==> config.mk <==
export PLATFORM = sky130hd
export DESIGN_NAME = srx_device_flat
export DESIGN_NICKNAME = d
export VERILOG_FILES = /design/src/srx_pkg.sv /design/src/srx_link_if.sv /design/src/srx_device.sv /design/src/flat_wrapper.sv
export VERILOG_INCLUDE_DIRS = /design/src
export SDC_FILE = /design/constraint.sdc
export NUM_CORES = 1
export LEC_CHECK = 0
export BUFFER_PORTS_ARGS = -buffer_cell sky130_fd_sc_hd__buf_2
export CAP_MARGIN = 25
export CORE_ASPECT_RATIO = 1.4
export CORE_MARGIN = 4
export CORE_UTILIZATION = 49
export CTS_CLUSTER_SIZE = 24
export DETAILED_ROUTE_END_ITERATION = 6
export PLACE_DENSITY = 0.76
export SYNTH_ARGS = -nofsm -noshare
export SYNTH_HDL_FRONTEND = slang
export SYNTH_SLANG_ARGS = --single-unit
==> constraint.sdc <==
create_clock -name sys_clk -period 2 [get_ports sys_clk]
set_input_delay 0.1 -clock sys_clk [delete_from_list [all_inputs] [get_ports sys_clk]]
set_output_delay 0.1 -clock sys_clk [all_outputs]
set_load 0.005 [all_outputs]
==> src/srx_map.svh <==
`ifndef SRX_MAP_SVH
`define SRX_MAP_SVH

// Clock rate
`define SRX_CLK_MHZ 40

// Power state encodings
`define SRX_PS_P0 2'b00
`define SRX_PS_P0S 2'b01
`define SRX_PS_P1 2'b10
`define SRX_PS_P2 2'b11

// Word aligner slip range
`define SRX_SLIP_TOP 4'h9

// Timing, least times rounded up to whole cycles
`define SRX_PS_TIME_NS 500
`define SRX_PS_CYCLES ((`SRX_PS_TIME_NS * `SRX_CLK_MHZ + 999) / 1000)
`define SRX_REF_LOCK_NS 1000
`define SRX_REF_LOCK_CYCLES ((`SRX_REF_LOCK_NS * `SRX_CLK_MHZ + 999) / 1000)
`define SRX_DET_TICKS 16

// Controller register offsets
`define SRX_REG_CTRL 5'h00
`define SRX_REG_CMD 5'h04
`define SRX_REG_STATUS 5'h08
`define SRX_REG_IRQ_STATUS 5'h0C
`define SRX_REG_IRQ_CLEAR 5'h10
`define SRX_REG_IRQ_ENABLE 5'h14

// Field positions
`define SRX_CTRL_DATA_LOCK 0
`define SRX_CTRL_REF_LOCK 1
`define SRX_CTRL_TX_IDLE 2
`define SRX_CTRL_PS_LO 3
`define SRX_CTRL_INVERT 5
`define SRX_CMD_DETECT 0
`define SRX_CMD_COMPLIANCE 1
`define SRX_IRQ_DONE 0
`define SRX_IRQ_FAULT 1
`define SRX_IRQ_LOCK 2

// Reset values
`define SRX_CTRL_RESET 6'h00
`define SRX_IRQ_RESET 3'h0

`endif

==> src/srx_pkg.sv <==
`default_nettype none

package srx_pkg;

  typedef enum logic [1:0]
  {
    SRX_LOCK_AUTO = 2'b00,
    SRX_LOCK_REF = 2'b01,
    SRX_LOCK_DATA = 2'b10
  } srx_lock_e;

  typedef enum logic [1:0]
  {
    SRX_IDLE = 2'b00,
    SRX_DETECT = 2'b01,
    SRX_PS_WAIT = 2'b10,
    SRX_HOLD = 2'b11
  } srx_state_e;

  typedef logic [3:0] srx_slip_t;

endpackage

`default_nettype wire
==> src/srx_link_if.sv <==
`timescale 1ns/1ps
`default_nettype none

interface srx_link_if;
  logic force_data_lock;
  logic force_ref_lock;
  logic detect_loop_req;
  logic force_tx_idle;
  logic [1:0] power_state;
  logic compliance_negative_disp;
  logic decoder_input_invert;
  logic cal_tick;
  logic data_lock;
  logic signal_present;
  logic fifo_fault;
  srx_pkg::srx_slip_t slip_count_out;
  logic phy_done;
  logic rx_detected;

  modport dev
  (
    input force_data_lock, force_ref_lock, detect_loop_req, force_tx_idle, power_state,
    input compliance_negative_disp, decoder_input_invert, cal_tick,
    output data_lock, signal_present, fifo_fault, slip_count_out, phy_done, rx_detected
  );

  modport mac
  (
    output force_data_lock, force_ref_lock, detect_loop_req, force_tx_idle, power_state,
    output compliance_negative_disp, decoder_input_invert, cal_tick,
    input data_lock, signal_present, fifo_fault, slip_count_out, phy_done, rx_detected
  );
endinterface

`default_nettype wire

==> src/srx_device.sv <==
// The address-and-strobe port and the address map were chosen for this implementation.
`timescale 1ns/1ps
`include "srx_map.svh"
`default_nettype none

module srx_device
#(
  parameter int FIFO_DEPTH = 8,
  parameter int RECOV_DIV = 4,
  parameter int FABRIC_RD_DIV = 2,
  parameter bit USE_FABRIC_RD = 1'b0
)
(
  input wire logic sys_clk,
  input wire logic reset_n,
  srx_link_if.dev link,
  input wire logic cfg_basic_8b10b,
  input wire logic cfg_pipe_mode,
  input wire logic cfg_gigabit_ethernet_mode,
  input wire logic cfg_manual_align,
  input wire logic [7:0] line_level,
  input wire logic [7:0] sig_threshold,
  input wire logic line_rx_present,
  input wire logic slip_req,
  input wire logic fifo_push,
  input wire logic fifo_pop,
  input wire logic [9:0] code_group_in,
  output logic [9:0] decoder_in,
  output logic tx_disp_negative,
  output logic reverse_loopback,
  output logic recov_clk_en,
  output logic fabric_rd_en
);
  import srx_pkg::*;

  localparam int NSYNC = 9;
  localparam int CW = $clog2(FIFO_DEPTH + 1);
  localparam logic [7:0] PS_CYC = 8'(`SRX_PS_CYCLES);
  localparam logic [7:0] REF_CYC = 8'(`SRX_REF_LOCK_CYCLES);
  localparam logic [7:0] DET_TICKS = 8'(`SRX_DET_TICKS);

  logic [NSYNC-1:0] sync_a, sync_b;
  logic s_data_lock, s_ref_lock, s_req, s_idle, s_comp, s_inv, s_cal, rd_strobe, sig_ok;
  logic [1:0] s_ps, ps_last;
  srx_state_e state;
  logic [7:0] cnt, ref_cnt, recov_div, rd_div;
  logic [CW-1:0] fill;
  srx_lock_e lock_mode;

  function automatic logic [7:0] wrap_inc(input logic [7:0] v, input int lim);
    wrap_inc = (v >= 8'(lim - 1)) ? 8'h00 : v + 8'h01;
  endfunction

  ////////////////////////////////////////////////////////////////////////////
  // Control synchronisers
  always_ff @(posedge sys_clk or negedge reset_n)
  begin
    if (!reset_n)
    begin
      sync_a <= '0;
      sync_b <= '0;
    end
    else
    begin
      sync_a <= {link.force_data_lock, link.force_ref_lock, link.detect_loop_req, link.force_tx_idle,
                 link.power_state, link.compliance_negative_disp, link.decoder_input_invert,
                 link.cal_tick};
      sync_b <= sync_a;
    end
  end

  assign {s_data_lock, s_ref_lock, s_req, s_idle, s_ps, s_comp, s_inv, s_cal} = sync_b;

  ////////////////////////////////////////////////////////////////////////////
  // Clock recovery lock; data wins over reference
  assign lock_mode = s_data_lock ? SRX_LOCK_DATA : (s_ref_lock ? SRX_LOCK_REF : SRX_LOCK_AUTO);
  assign sig_ok = (cfg_basic_8b10b || cfg_pipe_mode) && (line_level > sig_threshold);
  // Auto mode: once signal seen, settle on reference for REF_CYC cycles, then move to data; losing signal restarts the count
  always_ff @(posedge sys_clk or negedge reset_n)
  begin
    if (!reset_n)
      ref_cnt <= 8'h00;
    else if (lock_mode != SRX_LOCK_AUTO || !sig_ok)
      ref_cnt <= 8'h00;
    else if (ref_cnt != REF_CYC)
      ref_cnt <= ref_cnt + 8'h01;
  end
  always_ff @(posedge sys_clk or negedge reset_n)
  begin
    if (!reset_n)
      link.data_lock <= 1'b0;
    else
      link.data_lock <= (lock_mode == SRX_LOCK_DATA) ||
                        (lock_mode == SRX_LOCK_AUTO && sig_ok && ref_cnt == REF_CYC);
  end

  always_ff @(posedge sys_clk or negedge reset_n)
  begin
    if (!reset_n)
      link.signal_present <= 1'b0;
    else
      link.signal_present <= sig_ok;
  end

  ////////////////////////////////////////////////////////////////////////////
  // Phase compensation FIFO occupancy
  always_ff @(posedge sys_clk or negedge reset_n)
  begin
    if (!reset_n)
      rd_div <= 8'h00;
    else
      rd_div <= wrap_inc(rd_div, FABRIC_RD_DIV);
  end

  always_ff @(posedge sys_clk or negedge reset_n)
  begin
    if (!reset_n)
      fabric_rd_en <= 1'b0;
    else
      fabric_rd_en <= USE_FABRIC_RD && (rd_div == 8'h00);
  end

  // Pops only on the fabric strobe when the separate read side is used
  assign rd_strobe = fifo_pop && (!USE_FABRIC_RD || fabric_rd_en) && (fill != '0);

  always_ff @(posedge sys_clk or negedge reset_n)
  begin
    if (!reset_n)
      fill <= '0;
    else if (fifo_push && fill != CW'(FIFO_DEPTH) && !rd_strobe)
      fill <= fill + 1'b1;
    else if (rd_strobe && !(fifo_push && fill != CW'(FIFO_DEPTH)))
      fill <= fill - 1'b1;
  end

  always_ff @(posedge sys_clk or negedge reset_n)
  begin
    if (!reset_n)
      link.fifo_fault <= 1'b1;
    else
      link.fifo_fault <= (fill == '0) || (fill == CW'(FIFO_DEPTH));
  end

  ////////////////////////////////////////////////////////////////////////////
  // Word aligner slip count
  always_ff @(posedge sys_clk or negedge reset_n)
  begin
    if (!reset_n)
      link.slip_count_out <= 4'h0;
    else if (!cfg_manual_align)
      link.slip_count_out <= 4'h0;
    else if (slip_req)
      link.slip_count_out <= (link.slip_count_out == `SRX_SLIP_TOP) ? 4'h0 : link.slip_count_out + 4'h1;
  end

  ////////////////////////////////////////////////////////////////////////////
  // Detection and power state sequencing
  always_ff @(posedge sys_clk or negedge reset_n)
  begin
    if (!reset_n)
    begin
      state <= SRX_IDLE;
      cnt <= 8'h00;
      ps_last <= `SRX_PS_P0;
      link.phy_done <= 1'b0;
      link.rx_detected <= 1'b0;
    end
    else
    begin
      link.phy_done <= 1'b0;
      case (state)
        SRX_IDLE:
        begin
          cnt <= 8'h00;
          if (s_ps != ps_last)
          begin
            ps_last <= s_ps;
            state <= SRX_PS_WAIT;
          end
          else if (s_req && s_ps == `SRX_PS_P1 && s_idle)
            state <= SRX_DETECT;
        end
        SRX_DETECT:
        begin
          // Counts calibration ticks only
          if (s_cal)
            cnt <= cnt + 8'h01;
          if (s_cal && cnt == DET_TICKS - 8'h01)
          begin
            link.rx_detected <= line_rx_present;
            link.phy_done <= 1'b1;
            state <= SRX_HOLD;
          end
        end
        SRX_PS_WAIT:
        begin
          cnt <= cnt + 8'h01;
          if (cnt == PS_CYC - 8'h01)
          begin
            link.phy_done <= 1'b1;
            state <= SRX_IDLE;
          end
        end
        SRX_HOLD:
        begin
          // Wait for request to drop so one request gives one detection
          if (!s_req)
            state <= SRX_IDLE;
        end
        default: state <= SRX_IDLE;
      endcase
    end
  end

  always_ff @(posedge sys_clk or negedge reset_n)
  begin
    if (!reset_n)
      reverse_loopback <= 1'b0;
    else
      reverse_loopback <= s_req && s_ps == `SRX_PS_P0 && !s_idle;
  end

  ////////////////////////////////////////////////////////////////////////////
  // Encoder and decoder controls
  always_ff @(posedge sys_clk or negedge reset_n)
  begin
    if (!reset_n)
    begin
      tx_disp_negative <= 1'b0;
      decoder_in <= 10'h000;
    end
    else
    begin
      tx_disp_negative <= s_comp;
      decoder_in <= s_inv ? ~code_group_in : code_group_in;
    end
  end

  ////////////////////////////////////////////////////////////////////////////
  // Recovered clock enable
  always_ff @(posedge sys_clk or negedge reset_n)
  begin
    if (!reset_n)
    begin
      recov_div <= 8'h00;
      recov_clk_en <= 1'b0;
    end
    else
    begin
      recov_div <= wrap_inc(recov_div, RECOV_DIV);
      recov_clk_en <= cfg_gigabit_ethernet_mode && (recov_div == 8'h00);
    end
  end

endmodule

`default_nettype wire

==> src/flat_wrapper.sv <==
// flat-port wrapper written by rule: the top's interface ports become plain ports
module srx_device_flat import srx_pkg::*;
#(
  parameter int FIFO_DEPTH = 8,
  parameter int RECOV_DIV = 4,
  parameter int FABRIC_RD_DIV = 2,
  parameter bit USE_FABRIC_RD = 1'b0
)
  (sys_clk, reset_n, cfg_basic_8b10b, cfg_pipe_mode, cfg_gigabit_ethernet_mode, cfg_manual_align, line_level, sig_threshold, line_rx_present, slip_req, fifo_push, fifo_pop, code_group_in, decoder_in, tx_disp_negative, reverse_loopback, recov_clk_en, fabric_rd_en, link_force_data_lock, link_force_ref_lock, link_detect_loop_req, link_force_tx_idle, link_power_state, link_compliance_negative_disp, link_decoder_input_invert, link_cal_tick, link_data_lock, link_signal_present, link_fifo_fault, link_slip_count_out, link_phy_done, link_rx_detected);
  srx_link_if link_i ();
  input wire logic sys_clk;
  input wire logic reset_n;
  input wire logic cfg_basic_8b10b;
  input wire logic cfg_pipe_mode;
  input wire logic cfg_gigabit_ethernet_mode;
  input wire logic cfg_manual_align;
  input wire logic [7:0] line_level;
  input wire logic [7:0] sig_threshold;
  input wire logic line_rx_present;
  input wire logic slip_req;
  input wire logic fifo_push;
  input wire logic fifo_pop;
  input wire logic [9:0] code_group_in;
  output logic [9:0] decoder_in;
  output logic tx_disp_negative;
  output logic reverse_loopback;
  output logic recov_clk_en;
  output logic fabric_rd_en;
  input wire logic [$bits(link_i.force_data_lock)-1:0] link_force_data_lock;
  input wire logic [$bits(link_i.force_ref_lock)-1:0] link_force_ref_lock;
  input wire logic [$bits(link_i.detect_loop_req)-1:0] link_detect_loop_req;
  input wire logic [$bits(link_i.force_tx_idle)-1:0] link_force_tx_idle;
  input wire logic [$bits(link_i.power_state)-1:0] link_power_state;
  input wire logic [$bits(link_i.compliance_negative_disp)-1:0] link_compliance_negative_disp;
  input wire logic [$bits(link_i.decoder_input_invert)-1:0] link_decoder_input_invert;
  input wire logic [$bits(link_i.cal_tick)-1:0] link_cal_tick;
  output wire logic [$bits(link_i.data_lock)-1:0] link_data_lock;
  output wire logic [$bits(link_i.signal_present)-1:0] link_signal_present;
  output wire logic [$bits(link_i.fifo_fault)-1:0] link_fifo_fault;
  output wire logic [$bits(link_i.slip_count_out)-1:0] link_slip_count_out;
  output wire logic [$bits(link_i.phy_done)-1:0] link_phy_done;
  output wire logic [$bits(link_i.rx_detected)-1:0] link_rx_detected;
  assign link_i.force_data_lock = link_force_data_lock;
  assign link_i.force_ref_lock = link_force_ref_lock;
  assign link_i.detect_loop_req = link_detect_loop_req;
  assign link_i.force_tx_idle = link_force_tx_idle;
  assign link_i.power_state = link_power_state;
  assign link_i.compliance_negative_disp = link_compliance_negative_disp;
  assign link_i.decoder_input_invert = link_decoder_input_invert;
  assign link_i.cal_tick = link_cal_tick;
  assign link_data_lock = link_i.data_lock;
  assign link_signal_present = link_i.signal_present;
  assign link_fifo_fault = link_i.fifo_fault;
  assign link_slip_count_out = link_i.slip_count_out;
  assign link_phy_done = link_i.phy_done;
  assign link_rx_detected = link_i.rx_detected;
  srx_device #(.FIFO_DEPTH(FIFO_DEPTH), .RECOV_DIV(RECOV_DIV), .FABRIC_RD_DIV(FABRIC_RD_DIV), .USE_FABRIC_RD(USE_FABRIC_RD)) u_core (.sys_clk(sys_clk), .reset_n(reset_n), .link(link_i), .cfg_basic_8b10b(cfg_basic_8b10b), .cfg_pipe_mode(cfg_pipe_mode), .cfg_gigabit_ethernet_mode(cfg_gigabit_ethernet_mode), .cfg_manual_align(cfg_manual_align), .line_level(line_level), .sig_threshold(sig_threshold), .line_rx_present(line_rx_present), .slip_req(slip_req), .fifo_push(fifo_push), .fifo_pop(fifo_pop), .code_group_in(code_group_in), .decoder_in(decoder_in), .tx_disp_negative(tx_disp_negative), .reverse_loopback(reverse_loopback), .recov_clk_en(recov_clk_en), .fabric_rd_en(fabric_rd_en));
endmodule
==> results of run 1 <==
-- state kept, by name (all words and copies together) (netlist names) --
name and cells:
u_core.decoder_in 10, u_core.sync_a 9, u_core.sync_b 9, u_core.cnt 8, u_core.recov_div 8, u_core.ref_cnt 8, u_core.fill 4, u_core.link.slip_count_out 4
u_core.ps_last 2, u_core.state 2, u_core.link.data_lock 1, u_core.link.fifo_fault 1, u_core.link.phy_done 1, u_core.link.rx_detected 1, u_core.link.signal_present 1, u_core.recov_clk_en 1
u_core.reverse_loopback 1, u_core.tx_disp_negative 1
-- synth_stat cells, types with 3 or more instances --
library cell / number / area (um^2)
nand3_1: 10 / 50.05
ha_1: 24 / 300.3
nand4b_1: 3 / 26.28
a21oi_1: 9 / 45.04
nand2_1: 21 / 78.83
o21ai_1: 4 / 20.02
nor3_1: 7 / 35.03
nor2b_1: 5 / 31.28
nand4_1: 3 / 18.77
a22o_1: 3 / 26.28
xnor2_1: 8 / 70.07
o21ai_0: 7 / 35.03
nor2_1: 21 / 78.83
inv_1: 19 / 71.32
dfrtp_1: 71 / 1777
xor2_1: 16 / 140.1
a21o_1: 4 / 30.03
mux2_2: 4 / 45.04
-- worst paths after layout --
check                                              to  slack (ns)
setup / recovery                       u_core.fill[3]      -0.002
hold / removal             u_core.link.signal_present        0.09
setup reg to reg                       u_core.fill[3]      -0.002
hold reg to reg                      u_core.sync_b[0]        0.35
max in group asynchronous      u_core.link.fifo_fault        1.36
min in group asynchronous     u_core.reverse_loopback        0.30
-- metal layers --
metal	vias to the layer above	wire length, um	share of wire [%]	GRT usage, %
li1	1146	-	-	-
met1	1092	2382	40	18.51
met2	51	3282	55	30.34
met3	6	290	4.8	4.853
met4	0	64	1.1	5.653
met5	-	0	0	0
-- critical path, delay by kind of cell, from the launching register on --
family | cells | cell delay (ns)
buffers and inverters | 1 | 0.06
flip-flops | 1 | 0.42
XOR/XNOR | 2 | 0.25
AND/OR/NAND/NOR | 1 | 0.07
adder cells (fa/ha/maj) | 2 | 0.45
AO/OA/AOI/OAI | 3 | 0.64
-- power by group --
| part | total (mW) | internal (mW) | switching [mW] |
|---|---|---|---|
| Combinational | 1.17 | 0.591 | 0.580 |
| Clock | 1.09 | 0.564 | 0.522 |
| Sequential | 1.79 | 1.64 | 0.145 |
-- through the flow --
step / instances / hold WS [ns] / TNS [ns] / worst slack (ns)
floorplan: 280 / -0.1956 / 0 / 0.04290
global placement: 420 / 0.1493 / 0 / 0.02994
detailed placement: 420 / 0.1541 / -0.03069 / -0.03069
CTS: 459 / 0.07515 / -0.01919 / -0.01919
global route: 461 / 0.1185 / -0.09720 / -0.09720
finish: 461 / 0.09081 / -0.001606 / -0.001606
-- layout make-up --
| class | instances | area share, % |
|---|---|---|
| well taps | 72 | 2.180 |
| inverters | 19 | 1.726 |
| clock buffers | 9 | 2.997 |
| flip-flops and latches | 72 | 43.63 |
| clock inverters | 6 | 1.484 |
| multi-input cells | 186 | 32.67 |
| repair buffers | 97 | 15.32 |
-- what timing repair did --
item / 4_1_cts / 5_1_grt
pin swaps: 2 / 2
buffers inserted: 1 / 2
hold buffers: 23 / 0
resized for setup: 1 / 0
endpoints found under the setup margin: 1 / 1
endpoints found under the hold margin: 93 / 0
-- logic make-up after synthesis --
kind of cell | Yosys count | synth area share (%)
AO/OA/AOI/OAI | 41 | 8.484
XOR/XNOR | 24 | 6.599
adder cells (fa/ha/maj) | 25 | 10.06
buffers and inverters | 22 | 2.710
flip-flops | 72 | 56.60
multiplexers | 6 | 2.199
other | 1 | 0.1177
AND/OR/NAND/NOR | 83 | 13.24
==> results.tsv, run 1 <==
metric	value	unit
async_flop_share	100.0	%
layout_common_cells	dfrtp_1 (71), buf_2 (66), dlygate4sd3_1 (23)	
power	4.046	mW
hpwl	4022	um
hold_class	input pin to register	
post-route-period-util	100.1	%
route.detailed.drc	0	
clock_path_buffers	2	
fin_worst_skew	0.009989	ns
fmax	0.4996	GHz
synth_area	3186	um^2
die_area	7873	um^2
critPathRequiredTime	2.22	ns
period_minus_slack	2.002	ns
synth_cells	274	
min_path_cells	3	
diodes	0	
grt_antenna_before_repair	0	
rows	34	
grt_usage	16.57	%
die_w	76.15	um
setup_viol_count_final	1	
cts_root_buf	clkbuf_8	
insertion_delay	0.33	ns
synth_edf_count	0	
cp_slowest_stage_delay	0.42	ns
synth-main-ff-cell	dfrtp_1	
regArea	1803	um^2
htree_levels	3	
worstSetupPathType	register to register	
multi_input_area	1350	um^2
path_clk_slew	0.08	ns
postRouteAntennaNets	0	
wl_per_cell	13.06	um
grt_pass1_wl	10490	um
grt_pass1_vias	2396	
wirelength	6019	um
worstPathArrival	2.23	ns
cts_tree	built	
r2r-start	u_core.fill[1]	
critPathCaptureType	register	
hold_viol	0	
io_buffers	66	
postLayoutCellArea	4133	um^2
path_max_fanout	3	
violations	negative setup slack	
synth.yosys.seq_area_share	56.60	%
peakVddDrop	0.6981	mV
slew_viol_final	0	
crit_path_top_delay_cell	dfrtp_1	
drtIter0Drc	90	
gr-total-overflow	0	
maxCapViolations	0	
grt_max_degree	73	
p_leak	2.008	nW
critical_path.startpoint_type	register	
dpl_cell_area	3690	um^2
critPathLaunch	u_core.fill[1]	
crit_chain	o41ai_2 -> ha_2 -> inv_2 -> ha_4 -> a21o_1 -> a21oi_2 -> xnor2_1 -> nor2_1 -> xor2_1	
yosys_warnings	0	
avgSynthCellArea	11.63	um^2
place.gp.congestion	0.8303	
fin_nets	455	
numCtsBuffers	9	
postLayoutCoreUtil	66.09	%
fill_cells	489	
die_h	103.4	um
r2r_cells	9	
worst_pin_slew	0.5227	ns
pin_count	68	
netlist-cell-type-count	45	
setup_slack	-0.001606	ns
synthToLayoutAreaGrowth	29.73	%
holdCritStartpoint	cfg_basic_8b10b	
core_region_area	6254	um^2
start_util	50.94	%
vias_per_cell	4.978	
mostFrequentLayoutCell	dfrtp_1	
dr.pass1.iters	4	
rsz0062_at_grt	true	
p_per_area	978.9	nW/um^2
status	complete, but fails checks	
clock_sinks	72	
vias	2295	
slew_headroom	65.16	%
final_layout_size_suffix_gt1_share	27.25	%
ys_ff_latch	72	
(Power assumes the default switching activity.)
==> run 2: changes to the inputs <==
--- a/config.mk
+++ b/config.mk
@@ -8,12 +8,14 @@
 export LEC_CHECK = 0
 export BUFFER_PORTS_ARGS = -buffer_cell sky130_fd_sc_hd__buf_2
 export CAP_MARGIN = 25
+export CELL_PAD_IN_SITES_DETAIL_PLACEMENT = 1
+export CELL_PAD_IN_SITES_GLOBAL_PLACEMENT = 1
 export CORE_ASPECT_RATIO = 1.4
 export CORE_MARGIN = 4
-export CORE_UTILIZATION = 49
+export CORE_UTILIZATION = 38
 export CTS_CLUSTER_SIZE = 24
 export DETAILED_ROUTE_END_ITERATION = 6
-export PLACE_DENSITY = 0.76
+export PLACE_DENSITY_LB_ADDON = 0.1
 export SYNTH_ARGS = -nofsm -noshare
 export SYNTH_HDL_FRONTEND = slang
 export SYNTH_SLANG_ARGS = --single-unit
==> run 2 against run 1 <==
The flow still finishes with violations (negative setup slack). First-iteration DRC count down 38%. Via count up 2.8%. Global-route usage down 0.55 points. Clock skew down 0.0059 ns. Critical path type unchanged. Largest power group unchanged.
==> results.tsv, run 2 (synthesis results as in run 1) <==
metric	value	unit
status	complete, but fails checks	
violations	negative setup slack	
grt_pass1_vias	2607	
slew_headroom	62.02	%
grt_max_degree	41	
worst_pin_slew	0.5698	ns
place.gp.congestion	0.7704	
htree_levels	3	
io_buffers	66	
combinationalPowerShare	26.3	%
largest_register	u_core.decoder_in	
critPathRequiredTime	2.21	ns
vias	2360	
worstSetupPathType	register to register	
cts_tree	built	
grt_antenna_before_repair	0	
p_clk_share	34.8	%
insertion_delay	0.33	ns
path_max_fanout	3	
peakVddDrop	0.7966	mV
vias_per_cell	4.797	
grt.met3_usage	3.811	%
hold_class	input pin to register	
path_clk_slew	0.06	ns
maxCapViolations	0	
p_sw	1.394	mW
crit_path_top_delay_cell	dfrtp_1	
grt_usage	16.02	%
final_layout_size_suffix_gt1_share	28.21	%
p_leak	2.056	nW
period_minus_slack	2.004	ns
pin_count	68	
diodes	0	
slew_viol_final	0	
fin_nets	455	
clock_sinks	72	
postLayoutCoreUtil	52.76	%
gr-total-overflow	0	
postRouteAntennaNets	0	
hpwl	4930	um
final_cells	492	
grt_pass1_wl	12390	um
grt_util_met2	28.48	%
setup_viol_count_final	1	
start_util	39.09	%
die_area	9933	um^2
die_w	85.38	um
worstPathArrival	2.21	ns
drtIter0Drc	56	
clock_path_buffers	2	
top_usage_layer	met2	
fin_worst_skew	0.004071	ns
numPlacedInstances	451	
power	4.627	mW
fmax	0.4990	GHz
hold_viol	0	
top_regs	u_core.decoder_in: 10 flops, u_core.sync_a: 9 flops, u_core.sync_b: 9 flops	
layout_common_cells	dfrtp_1 (70), buf_2 (65), ha_1 (22), dlygate4sd3_1 (22)	
numCtsBuffers	9	
use_met1	18.56	%
critPathCaptureType	register	
cp_num_buf_inv	2	
largest_reg_flops	10	
p_per_area	1076	nW/um^2
cp_slowest_stage_delay	0.40	ns
setup_slack	-0.004023	ns
mostFrequentLayoutCell	dfrtp_1	
p_int	3.232	mW
rsz0062_at_grt	true	
critical_path.startpoint_type	register	
wirelength	7027	um
crit_chain	buf_4 -> nor3_4 -> a21boi_0 -> ha_2 -> inv_2 -> ha_4 -> a21o_1 -> a21oi_2 -> xnor2_1 -> nor2_1 -> xor2_1	
synthToLayoutAreaGrowth	34.96	%
switching_share	30.14	%
rows	39	
power_frac_seq	38.9	%
critPathTopFamily	flip-flops	
route.detailed.drc	0	
die_h	116.3	um
dp_slack	-0.07134	ns
post-route-period-util	100.2	%
wl_per_cell	14.28	um
cts_root_buf	clkbuf_16	
core_region_area	8149	um^2
dr.pass1.iters	4	
-- run 2: cell types whose count changed in the layout (fill, tap and decap cells not counted), moves of 2 or more --
cell | before | now
clkbuf_16 | 0 | 9
clkinv_2 | 3 | 0
buf_4 | 7 | 9
clkbuf_8 | 9 | 0
inv_6 | 0 | 2
-- run 2: routing by layer --
layer / routed length, um / vias up
met5: 0 / -
met4: 122 / 0
met3: 345 / 9
met2: 3705 / 48
met1: 2853 / 1157
li1: - / 1146
-- run 2: stage by stage --
| step | hold WS, ns | area (um^2) | setup TNS (ns) |
|---|---|---|---|
| after floorplan | -0.1956 | 3234 | 0 |
| final | 0.03015 | 4299 | -0.004023 |
| after detailed placement | 0.08815 | 3737 | -0.07134 |
| after CTS | 0.01825 | 4275 | -0.02628 |
| after global routing | 0.02189 | 4299 | -0.1232 |
| after global placement | 0.08645 | 3737 | 0 |
-- run 2: final timing paths --
kind                             startpoint                       endpoint  slack [ns]  cells after the start
min in group asynchronous           reset_n           u_core.decoder_in[3]        0.26                      2
max reg2reg                  u_core.fill[1]                 u_core.fill[3]      -0.004                     11
max in group asynchronous           reset_n        u_core.reverse_loopback        1.17                      3
min reg2reg                u_core.sync_a[3]               u_core.sync_b[3]        0.35                      0
min                        cfg_manual_align  u_core.link.slip_count_out[0]        0.03                      2
max                          u_core.fill[1]                 u_core.fill[3]      -0.004                     11
-- run 2: timing repair --
action	4_1_cts	5_1_grt
endpoints found under the hold margin	52	0
pin swaps	3	3
hold buffers	22	0
setup buffers	1	2
setup endpoints to repair	1	3
resized for setup	1	3
-- run 2: power groups by stage --
stage | Sequential [mW] | Combinational (mW) | Clock (mW)
5_1_grt | 1.83 | 1.40 | 1.74
3_3_place_gp | 1.81 | 1.11 | 0
3_5_place_dp | 1.82 | 1.15 | 0
2_1_floorplan | 1.81 | 0.763 | 0
4_1_cts | 1.80 | 1.21 | 1.66
6_report | 1.80 | 1.22 | 1.61
-- run 2: worst reg2reg max path, stage by stage (launching register included) --
cell and delay [ns]:
dfrtp_1 0.40, buf_4 0.15, nor3_4 0.12, a21boi_0 0.12
ha_2 0.20, inv_2 0.09, ha_4 0.19, a21o_1 0.16
a21oi_2 0.12, xnor2_1 0.12, nor2_1 0.06, xor2_1 0.14
-- run 2: final cells by class --
class / count / area [um^2]
clock buffer: 9 / 225.2
sequential: 72 / 1804
inverter: 19 / 71.32
tap: 102 / 127.6
clock inverter: 7 / 80.08
fill: 901 / 3850
timing repair buffer: 97 / 633.1
multi-input combinational: 186 / 1358
